File: config.mk
export PLATFORM = sky130hd
export DESIGN_NAME = asc_regs
export DESIGN_NICKNAME = d
export VERILOG_FILES = /design/src/rtl/asc_pkg.sv /design/src/rtl/asc_regs.sv /design/src/rtl/asc_sync.sv
export SDC_FILE = /design/constraint.sdc
export NUM_CORES = 1
export LEC_CHECK = 0
export ABC_CLOCK_PERIOD_IN_PS = 2650
export BUFFER_PORTS_ARGS = -buffer_cell sky130_fd_sc_hd__buf_4
export CAP_MARGIN = 20
export CORE_MARGIN = 1
export CORE_UTILIZATION = 60
export DETAILED_ROUTE_END_ITERATION = 6
export PLACE_DENSITY_LB_ADDON = 0.3
export SETUP_SLACK_MARGIN = 0.02
export SLEW_MARGIN = 20
export SYNTH_ARGS = -nofsm -noshare
export SYNTH_HDL_FRONTEND = slang
export SYNTH_SLANG_ARGS = --single-unit
export TNS_END_PERCENT = 20
File: constraint.sdc
create_clock -name clk_in -period 2.65 [get_ports clk_in]
set_input_delay 0.265 -clock clk_in [delete_from_list [all_inputs] [get_ports clk_in]]
set_output_delay 0.265 -clock clk_in [all_outputs]
set_load 0.02 [all_outputs]
File: src/rtl/asc_pkg.sv
// package: offsets, fields, reset values and timing for the amplifier status/control bank
package asc_pkg;
	localparam logic [6:0] ADDR_PCM_RATE = 7'h2f;
	localparam logic [6:0] ADDR_CLK_RECOV = 7'h32;
	localparam logic [6:0] ADDR_DEBUG_ONE = 7'h35;
	localparam logic [6:0] ADDR_POWER_STATE = 7'h64;
	localparam logic [6:0] ADDR_BOOT_STATE = 7'h65;
	localparam logic [6:0] ADDR_FAULT_LATCH = 7'h68;
	localparam logic [7:0] RESET_VALUE = 8'h00;
	localparam int PCM_RATE_LSB = 0;
	localparam int CLKERR_TWO_BIT = 1;
	localparam int CLKERR_ONE_BIT = 0;
	localparam int FORCE_DOWN_BIT = 2;
	localparam int BOOT_FLAG_BIT = 2;
	localparam int POWER_FLAG_LSB = 2;
	localparam int LAT_OC_BIT = 7;
	localparam int LAT_UV_BIT = 6;
	localparam int LAT_OT_BIT = 4;
	localparam int LAT_BO_BIT = 3;
	localparam int LAT_CL_BIT = 2;
	localparam int LAT_SC_BIT = 1;
	localparam logic [7:0] LATCH_MASK = 8'hde;
	localparam logic [1:0] RATE_8K = 2'h0;
	localparam logic [1:0] RATE_16K = 2'h1;
	localparam logic [1:0] RATE_48K = 2'h2;
	localparam logic [1:0] RATE_96K = 2'h3;
	localparam int CLK_HZ = 100000000;
	localparam int TMO_MIN_US100 = 27;
	localparam int TMO_MAX_MS = 1400;
	localparam longint TMO_MIN_CYC = (longint'(TMO_MIN_US100) * CLK_HZ + 9999) / 10000;
	localparam longint TMO_MAX_CYC = longint'(TMO_MAX_MS) * CLK_HZ / 1000;
endpackage

File: src/rtl/asc_regs.sv
// register bank: pcm rate, clock-error recovery, debug force, power/boot status, fault latches
`timescale 1ns/100ps
// What this block does
// - bits 1:0 pick pcm sample rate 8/16/48/96 kHz, reset zero.
// - recovery bit 1 for detector two, bit 0 detector one; 1 disables.
// - debug bit 2 forces dummy power-up sequence down while set.
// - power status bits 7..2 show live dac, output, boost, passthru, isense, vsense.
// - boot status bit 2 shows processor boot state, read-only, reset zero.
// - fault latch bits stay set; reading returns them then clears all except those whose event is present in the read cycle.
// - bit 7 latches speaker over-current since last read.
// - bit 6 latches analog under-voltage since last read.
// - bit 4 latches die over-temperature since last read.
// - bit 3 latches brownout since last read.
// - bit 2 latches lost clock since last read.
// - bit 1 latches conversion complete since last read.
// - clock-error detector timeout input sets a sticky power error flag.
module asc_regs (
	input wire logic clk_in,
	input wire logic reset_in,
	input wire logic [6:0] reg_addr_in,
	input wire logic reg_wr_in,
	input wire logic reg_rd_in,
	input wire logic [7:0] reg_wdata_in,
	output logic [7:0] reg_rdata_out,
	output logic [1:0] pcm_rate_select_out,
	output logic clkerr_one_recovery_off_out,
	output logic clkerr_two_recovery_off_out,
	output logic dummy_powerup_force_down_out,
	output logic processor_boot_flag_out,
	input wire logic [5:0] power_flags_in,
	input wire logic boot_in_progress_in,
	input wire logic overcurrent_in,
	input wire logic undervoltage_in,
	input wire logic overtemp_in,
	input wire logic brownout_in,
	input wire logic clock_lost_in,
	input wire logic conversion_done_in,
	input wire logic clkerr_timeout_in,
	output logic power_error_signal_out
);
	// ------------------------------------------------------------
	// state
	// ------------------------------------------------------------
	typedef struct packed {
		logic [7:0] rdata;
		logic [1:0] pcm_rate_select;
		logic [5:0] pcm_spare;
		logic [1:0] recov_off;
		logic [5:0] recov_spare;
		logic [7:0] debug_one;
		logic [1:0] power_spare;
		logic [7:0] fault_latch;
		logic power_error;
	} asc_regs_state_t;
	asc_regs_state_t st_r;
	asc_regs_state_t st_nxt;
	logic [7:0] async_raw;
	logic [7:0] sync_v;
	logic [5:0] power_flags;
	logic boot_flag;
	logic [7:0] events;
	logic rd_fault;

	// ------------------------------------------------------------
	// pin inputs
	// ------------------------------------------------------------
	// status pins come from analog domains, so every one is synchronised
	assign async_raw = {overcurrent_in, undervoltage_in, overtemp_in, brownout_in,
		clock_lost_in, conversion_done_in, clkerr_timeout_in, boot_in_progress_in};
	asc_sync #(.WIDTH(8)) u_sync_ev (
		.clk_in(clk_in),
		.reset_in(reset_in),
		.async_in(async_raw),
		.sync_out(sync_v)
	);
	asc_sync #(.WIDTH(6)) u_sync_pw (
		.clk_in(clk_in),
		.reset_in(reset_in),
		.async_in(power_flags_in),
		.sync_out(power_flags)
	);
	assign boot_flag = sync_v[0];
	always_comb begin
		events = 8'h00;
		events[asc_pkg::LAT_OC_BIT] = sync_v[7];
		events[asc_pkg::LAT_UV_BIT] = sync_v[6];
		events[asc_pkg::LAT_OT_BIT] = sync_v[5];
		events[asc_pkg::LAT_BO_BIT] = sync_v[4];
		events[asc_pkg::LAT_CL_BIT] = sync_v[3];
		events[asc_pkg::LAT_SC_BIT] = sync_v[2];
	end
	assign rd_fault = reg_rd_in && (reg_addr_in == asc_pkg::ADDR_FAULT_LATCH);

	// ------------------------------------------------------------
	// next state
	// ------------------------------------------------------------
	always_comb begin
		st_nxt = st_r;
		if (reg_wr_in) begin
			unique case (reg_addr_in)
				asc_pkg::ADDR_PCM_RATE: begin
					{st_nxt.pcm_spare, st_nxt.pcm_rate_select} = reg_wdata_in;
				end
				asc_pkg::ADDR_CLK_RECOV: begin
					{st_nxt.recov_spare, st_nxt.recov_off} = reg_wdata_in;
				end
				asc_pkg::ADDR_DEBUG_ONE: begin
					st_nxt.debug_one = reg_wdata_in;
				end
				asc_pkg::ADDR_POWER_STATE: begin
					st_nxt.power_spare = reg_wdata_in[1:0];
				end
				asc_pkg::ADDR_FAULT_LATCH: begin
					st_nxt.fault_latch[0] = reg_wdata_in[0];
				end
				default: begin
				end
			endcase
		end
		// clear on read, but a new event in the read cycle still lands
		if (rd_fault) begin
			st_nxt.fault_latch = (st_nxt.fault_latch & ~asc_pkg::LATCH_MASK) | events;
		end else begin
			st_nxt.fault_latch = st_nxt.fault_latch | events;
		end
		// timeout comes from the detector; this bank only latches the error
		st_nxt.power_error = st_r.power_error | sync_v[1];
		st_nxt.rdata = st_r.rdata;
		if (reg_rd_in) begin
			unique case (reg_addr_in)
				asc_pkg::ADDR_PCM_RATE: st_nxt.rdata = {st_r.pcm_spare, st_r.pcm_rate_select};
				asc_pkg::ADDR_CLK_RECOV: st_nxt.rdata = {st_r.recov_spare, st_r.recov_off};
				asc_pkg::ADDR_DEBUG_ONE: st_nxt.rdata = st_r.debug_one;
				asc_pkg::ADDR_POWER_STATE: st_nxt.rdata = {power_flags, st_r.power_spare};
				asc_pkg::ADDR_BOOT_STATE: st_nxt.rdata = {5'h00, boot_flag, 2'h0};
				asc_pkg::ADDR_FAULT_LATCH: st_nxt.rdata = st_r.fault_latch;
				default: st_nxt.rdata = 8'h00;
			endcase
		end
	end

	always_ff @(posedge clk_in) begin
		if (reset_in) begin
			st_r <= '0;
		end else begin
			st_r <= st_nxt;
		end
	end

	// ------------------------------------------------------------
	// outputs
	// ------------------------------------------------------------
	assign reg_rdata_out = st_r.rdata;
	assign pcm_rate_select_out = st_r.pcm_rate_select;
	assign clkerr_two_recovery_off_out = st_r.recov_off[asc_pkg::CLKERR_TWO_BIT];
	assign clkerr_one_recovery_off_out = st_r.recov_off[asc_pkg::CLKERR_ONE_BIT];
	assign dummy_powerup_force_down_out = st_r.debug_one[asc_pkg::FORCE_DOWN_BIT];
	assign processor_boot_flag_out = sync_v[0];
	assign power_error_signal_out = st_r.power_error;

	// ------------------------------------------------------------
	// checks
	// ------------------------------------------------------------
	chk_rate_write: assert property (@(posedge clk_in) disable iff (reset_in)
		reg_wr_in && reg_addr_in == asc_pkg::ADDR_PCM_RATE |=> pcm_rate_select_out == $past(reg_wdata_in[1:0]))
		else $error("pcm rate not stored");
	chk_recov_write: assert property (@(posedge clk_in) disable iff (reset_in)
		reg_wr_in && reg_addr_in == asc_pkg::ADDR_CLK_RECOV |=>
		{clkerr_two_recovery_off_out, clkerr_one_recovery_off_out} == $past(reg_wdata_in[1:0]))
		else $error("recovery bits not stored");
	chk_force_down: assert property (@(posedge clk_in) disable iff (reset_in)
		reg_wr_in && reg_addr_in == asc_pkg::ADDR_DEBUG_ONE |=> dummy_powerup_force_down_out == $past(reg_wdata_in[2]))
		else $error("force down mismatch");
	chk_power_read: assert property (@(posedge clk_in) disable iff (reset_in)
		reg_rd_in && reg_addr_in == asc_pkg::ADDR_POWER_STATE |=> reg_rdata_out[7:2] == $past(power_flags))
		else $error("power status read wrong");
	chk_boot_read: assert property (@(posedge clk_in) disable iff (reset_in)
		reg_rd_in && reg_addr_in == asc_pkg::ADDR_BOOT_STATE |=> reg_rdata_out == {5'h00, $past(boot_flag), 2'h0})
		else $error("boot status read wrong");
	chk_latch_clear: assert property (@(posedge clk_in) disable iff (reset_in)
		rd_fault && events == 8'h00 |=> (st_r.fault_latch & asc_pkg::LATCH_MASK) == 8'h00)
		else $error("latch not cleared by read");
	chk_oc_sticky: assert property (@(posedge clk_in) disable iff (reset_in)
		events[asc_pkg::LAT_OC_BIT] ##1 !rd_fault [*2] |-> st_r.fault_latch[asc_pkg::LAT_OC_BIT])
		else $error("over-current not held");
	chk_bo_set: assert property (@(posedge clk_in) disable iff (reset_in)
		events[asc_pkg::LAT_BO_BIT] |=> st_r.fault_latch[asc_pkg::LAT_BO_BIT])
		else $error("brownout not latched");
	chk_power_error: assert property (@(posedge clk_in) disable iff (reset_in)
		sync_v[1] |=> power_error_signal_out)
		else $error("power error not raised");

	// ------------------------------------------------------------
	// checks on the latches and on held values
	// ------------------------------------------------------------
	// one check per source, so a swapped pin shows up by name
	chk_uv_set: assert property (@(posedge clk_in) disable iff (reset_in)
		events[asc_pkg::LAT_UV_BIT] |=> st_r.fault_latch[asc_pkg::LAT_UV_BIT])
		else $error("under-voltage not latched");
	chk_ot_set: assert property (@(posedge clk_in) disable iff (reset_in)
		events[asc_pkg::LAT_OT_BIT] |=> st_r.fault_latch[asc_pkg::LAT_OT_BIT])
		else $error("over-temperature not latched");
	chk_cl_set: assert property (@(posedge clk_in) disable iff (reset_in)
		events[asc_pkg::LAT_CL_BIT] |=> st_r.fault_latch[asc_pkg::LAT_CL_BIT])
		else $error("lost clock not latched");
	chk_sc_set: assert property (@(posedge clk_in) disable iff (reset_in)
		events[asc_pkg::LAT_SC_BIT] |=> st_r.fault_latch[asc_pkg::LAT_SC_BIT])
		else $error("conversion done not latched");
	// a read leaves only the events of its own cycle: set wins over clear
	chk_read_clear: assert property (@(posedge clk_in) disable iff (reset_in)
		rd_fault |=> (st_r.fault_latch & asc_pkg::LATCH_MASK) == $past(events))
		else $error("read clear wrong");
	chk_latch_sticky: assert property (@(posedge clk_in) disable iff (reset_in)
		!rd_fault |=> (st_r.fault_latch & asc_pkg::LATCH_MASK) ==
		($past(st_r.fault_latch | events) & asc_pkg::LATCH_MASK))
		else $error("latch bits lost or set by write");
	chk_rate_hold: assert property (@(posedge clk_in) disable iff (reset_in)
		!(reg_wr_in && reg_addr_in == asc_pkg::ADDR_PCM_RATE) |=> $stable(pcm_rate_select_out))
		else $error("pcm rate changed without write");
	chk_error_sticky: assert property (@(posedge clk_in) disable iff (reset_in)
		power_error_signal_out |=> power_error_signal_out)
		else $error("power error dropped");
endmodule

File: src/rtl/asc_sync.sv
// two-flop synchroniser, one per bit
`timescale 1ns/100ps
module asc_sync #(
	parameter int WIDTH = 8
) (
	input wire logic clk_in,
	input wire logic reset_in,
	input wire logic [WIDTH-1:0] async_in,
	output logic [WIDTH-1:0] sync_out
);
	typedef struct packed {
		logic [WIDTH-1:0] meta;
		logic [WIDTH-1:0] stab;
	} asc_sync_state_t;
	asc_sync_state_t st_r;
	asc_sync_state_t st_nxt;
	always_comb begin
		st_nxt.meta = async_in;
		st_nxt.stab = st_r.meta;
	end
	always_ff @(posedge clk_in) begin
		if (reset_in) begin
			st_r <= '0;
		end else begin
			st_r <= st_nxt;
		end
	end
	assign sync_out = st_r.stab;
endmodule
==> impl_metrics.toml <==
[worst_setup_path]
cp_max_fo = 17
cpLargestDelayFamily = "simple AND/OR/NAND/NOR gates"
crit_chain = "buf_4, nor2b_1, nor4b_2, mux2i_1, nor2_1"
cp.depth = 5
critPathBufInv = 1
cp-end-kind = "flop"
cp_slowest_cell = "nor2b_1"
ff2ff_path_depth = 3
setup.worst_path.class = "input pin to flop"
slowest_delay_ps = 640
worstPathRequired_ps = 2870
critPathLaunchType = "input pin"
worstPathArrival_ps = 1720

[timing]
rsz0062_at_grt = "false"
finalMaxSlewViolations = 0
post-route-period-util_pct = 56.8
max_slew_margin_pct = 46.7
layout_setup_ws_ps = 1140
tightest_slew_ps = 797
period_minus_slack_ps = 1510
setup_tns_ps = 0
fmax_mhz = 664
finalSetupViolCount = 0
finalClockSkew_ps = 5.89
hold_violations = 0

[placement]
port_buffers = 47
hpwl_um = 3910
place_inst = 363
routabilityCongestion = 0.816
pre_cts_slack_ps = 816

[synthesis]
async_flop_share_pct = 0
synth_edf_count = 0
synth_ff_type = "dfxtp_1"
yosysWarnings = 0
syn_area_um2 = 2920
synthDistinctLibCells = 45
avgSynthCellArea_um2 = 10.1
netlist_instances = 290
syn_nets = 323
synth_seq_cells = 70
yosysSeqAreaShare_pct = 48.0

[cts]
cts_hold_buf = 0
clock_latency_ps = 340
htreeDepth = 3
root_buffer = "clkbuf_8"
cts_buffers = 9
clock_path_buffers = 2
cts_tree = "built"
clock-sinks = 70
clkTransAtPathRegs_ps = 70
ctsResizeCount = 0
cts_setup_buffers = 0

[layout]
antennaDiodeCount = 0
fill_cells = 370
stdcell_count = 379
drive_above_1_share_pct = 23.1
nNetsFinal = 353
area_delta_synth_final_pct = 15.4
most-common-layout-cells = "dfxtp_1 (70), buf_4 (48), nor2b_1 (30)"
mostFrequentLayoutCell = "dfxtp_1"

[floorplanning]
io_pins = 48
start_util_pct = 62.3
die_y_um = 71.8
row_count = 25
die_w_um = 71.8
die_area_um2 = 5150
coreArea_um2 = 4690

[job]
drv_cap = 0

[hold_path]
whs_path_depth = 2
hold_class = "input pin to flop"

[grt]
grt.overflow.total = 0
grt_max_degree = 44
grt_pass1_vias = 1870
antenna_found_initial = 0
grt_pass1_wl_um = 9020
track_usage_pct = 23.6

[route]
wire_per_inst_um = 15.2
drc = 0
via_per_inst = 5.68
dr_total_vias = 2154
drt_iter0_markers = 180
postRouteAntennaNets = 0
drtPass1Iterations = 4
drt-total-wl_um = 5740

[run_status]
status = "finished, final reports clean"

[pwr]
powerDensity_nw_per_um2 = 649
p_leak_nw = 1.31
vdd_ir_drop_max_v = 0.000501
p_total_mw = 2.19
[final cells by class]
type	instances	area [um^2]	share of cell area (%)
clock inverters	5	81.3	2.41
inverters	5	18.8	0.557
multi-input cells	186	1300	38.6
repair buffers	48	360	10.7
clock buffers	11	141	4.19
well taps	54	67.6	2.00
flip-flops and latches	70	1400	41.6
[synthesized netlist by cell type, drive strengths merged (2+ instances only)]
library cell,number,area (um^2)
dfxtp,70,1400
nor2,30,120
nor2b,30,188
a21oi,20,100
mux2i,19,190
buf,18,135
nand2,13,48.8
nand3,11,60.1
clkbuf,10,57.6
nand4bb,8,123
a22o,7,61.3
nand2b,7,43.8
a221oi,5,43.8
inv,5,18.8
nand4b,5,43.8
o22ai,5,31.3
and3,3,20.0
o32ai,3,26.3
a211oi,2,15.0
and2,2,15.0
and4bb,2,25.0
nor4,2,27.5
o211a,2,20.0
[power by group]
part / switching [mW] / internal, mW / leakage, nW
Clock: 0.393 / 0.557 / 0.110
Combinational: 0.0768 / 0.0713 / 0.633
Sequential: 0.00915 / 1.08 / 0.571
Total: 0.479 / 1.71 / 1.31
[worst paths after layout]
path	to	slack [ps]	start
hold reg to reg	u_sync_pw.sync_out[1]	430	u_sync_pw.st_nxt[1]
setup reg to reg	reg_rdata_out[6]	1490	st_r[7]
setup / recovery	st_r[1]	1140	reg_addr_in[2]
hold / removal	u_sync_ev.st_nxt[1]	130	clkerr_timeout_in
[state kept, by name, indices dropped and copies added, names as in the netlist]
| signal | cells |
|---|---|
| u_sync_pw.st_nxt | 6 |
| u_sync_pw.sync_out | 6 |
| u_sync_ev.sync_out | 8 |
| clkerr_two_recovery_off_out | 1 |
| reg_rdata_out | 8 |
| u_sync_ev.st_nxt | 8 |
| st_r | 28 |
| pcm_rate_select_out | 2 |
| clkerr_one_recovery_off_out | 1 |
| dummy_powerup_force_down_out | 1 |
| power_error_signal_out | 1 |
[per-layer routing]
layer	part of all wire, %	GRT usage [%]	vias up
li1	-	-	1065
met1	44	30.7	986
met2	47	35.0	84
met3	5.9	7.74	19
met4	3.1	12.6	0
met5	0	0	-
[through the flow]
step / util (%) / cell area (um^2) / hold slack, ps
2_1_floorplan: - / 2920 / 393
3_3_place_gp: 67.1 / 3150 / 417
3_5_place_dp: 67.1 / 3150 / 421
4_1_cts: 71.8 / 3370 / 117
5_1_grt: 71.8 / 3370 / 110
6_report: 71.8 / 3370 / 131
[logic make-up after synthesis]
kind of cell    count (synthesis)  share of synthesized area [%]
compound gates                 48                           11.2
buf+inv                        34                           7.54
flops                          70                           48.0
mux                            20                           6.89
simple gates                  118                           26.4
Power figures use the tool's default switching activity.
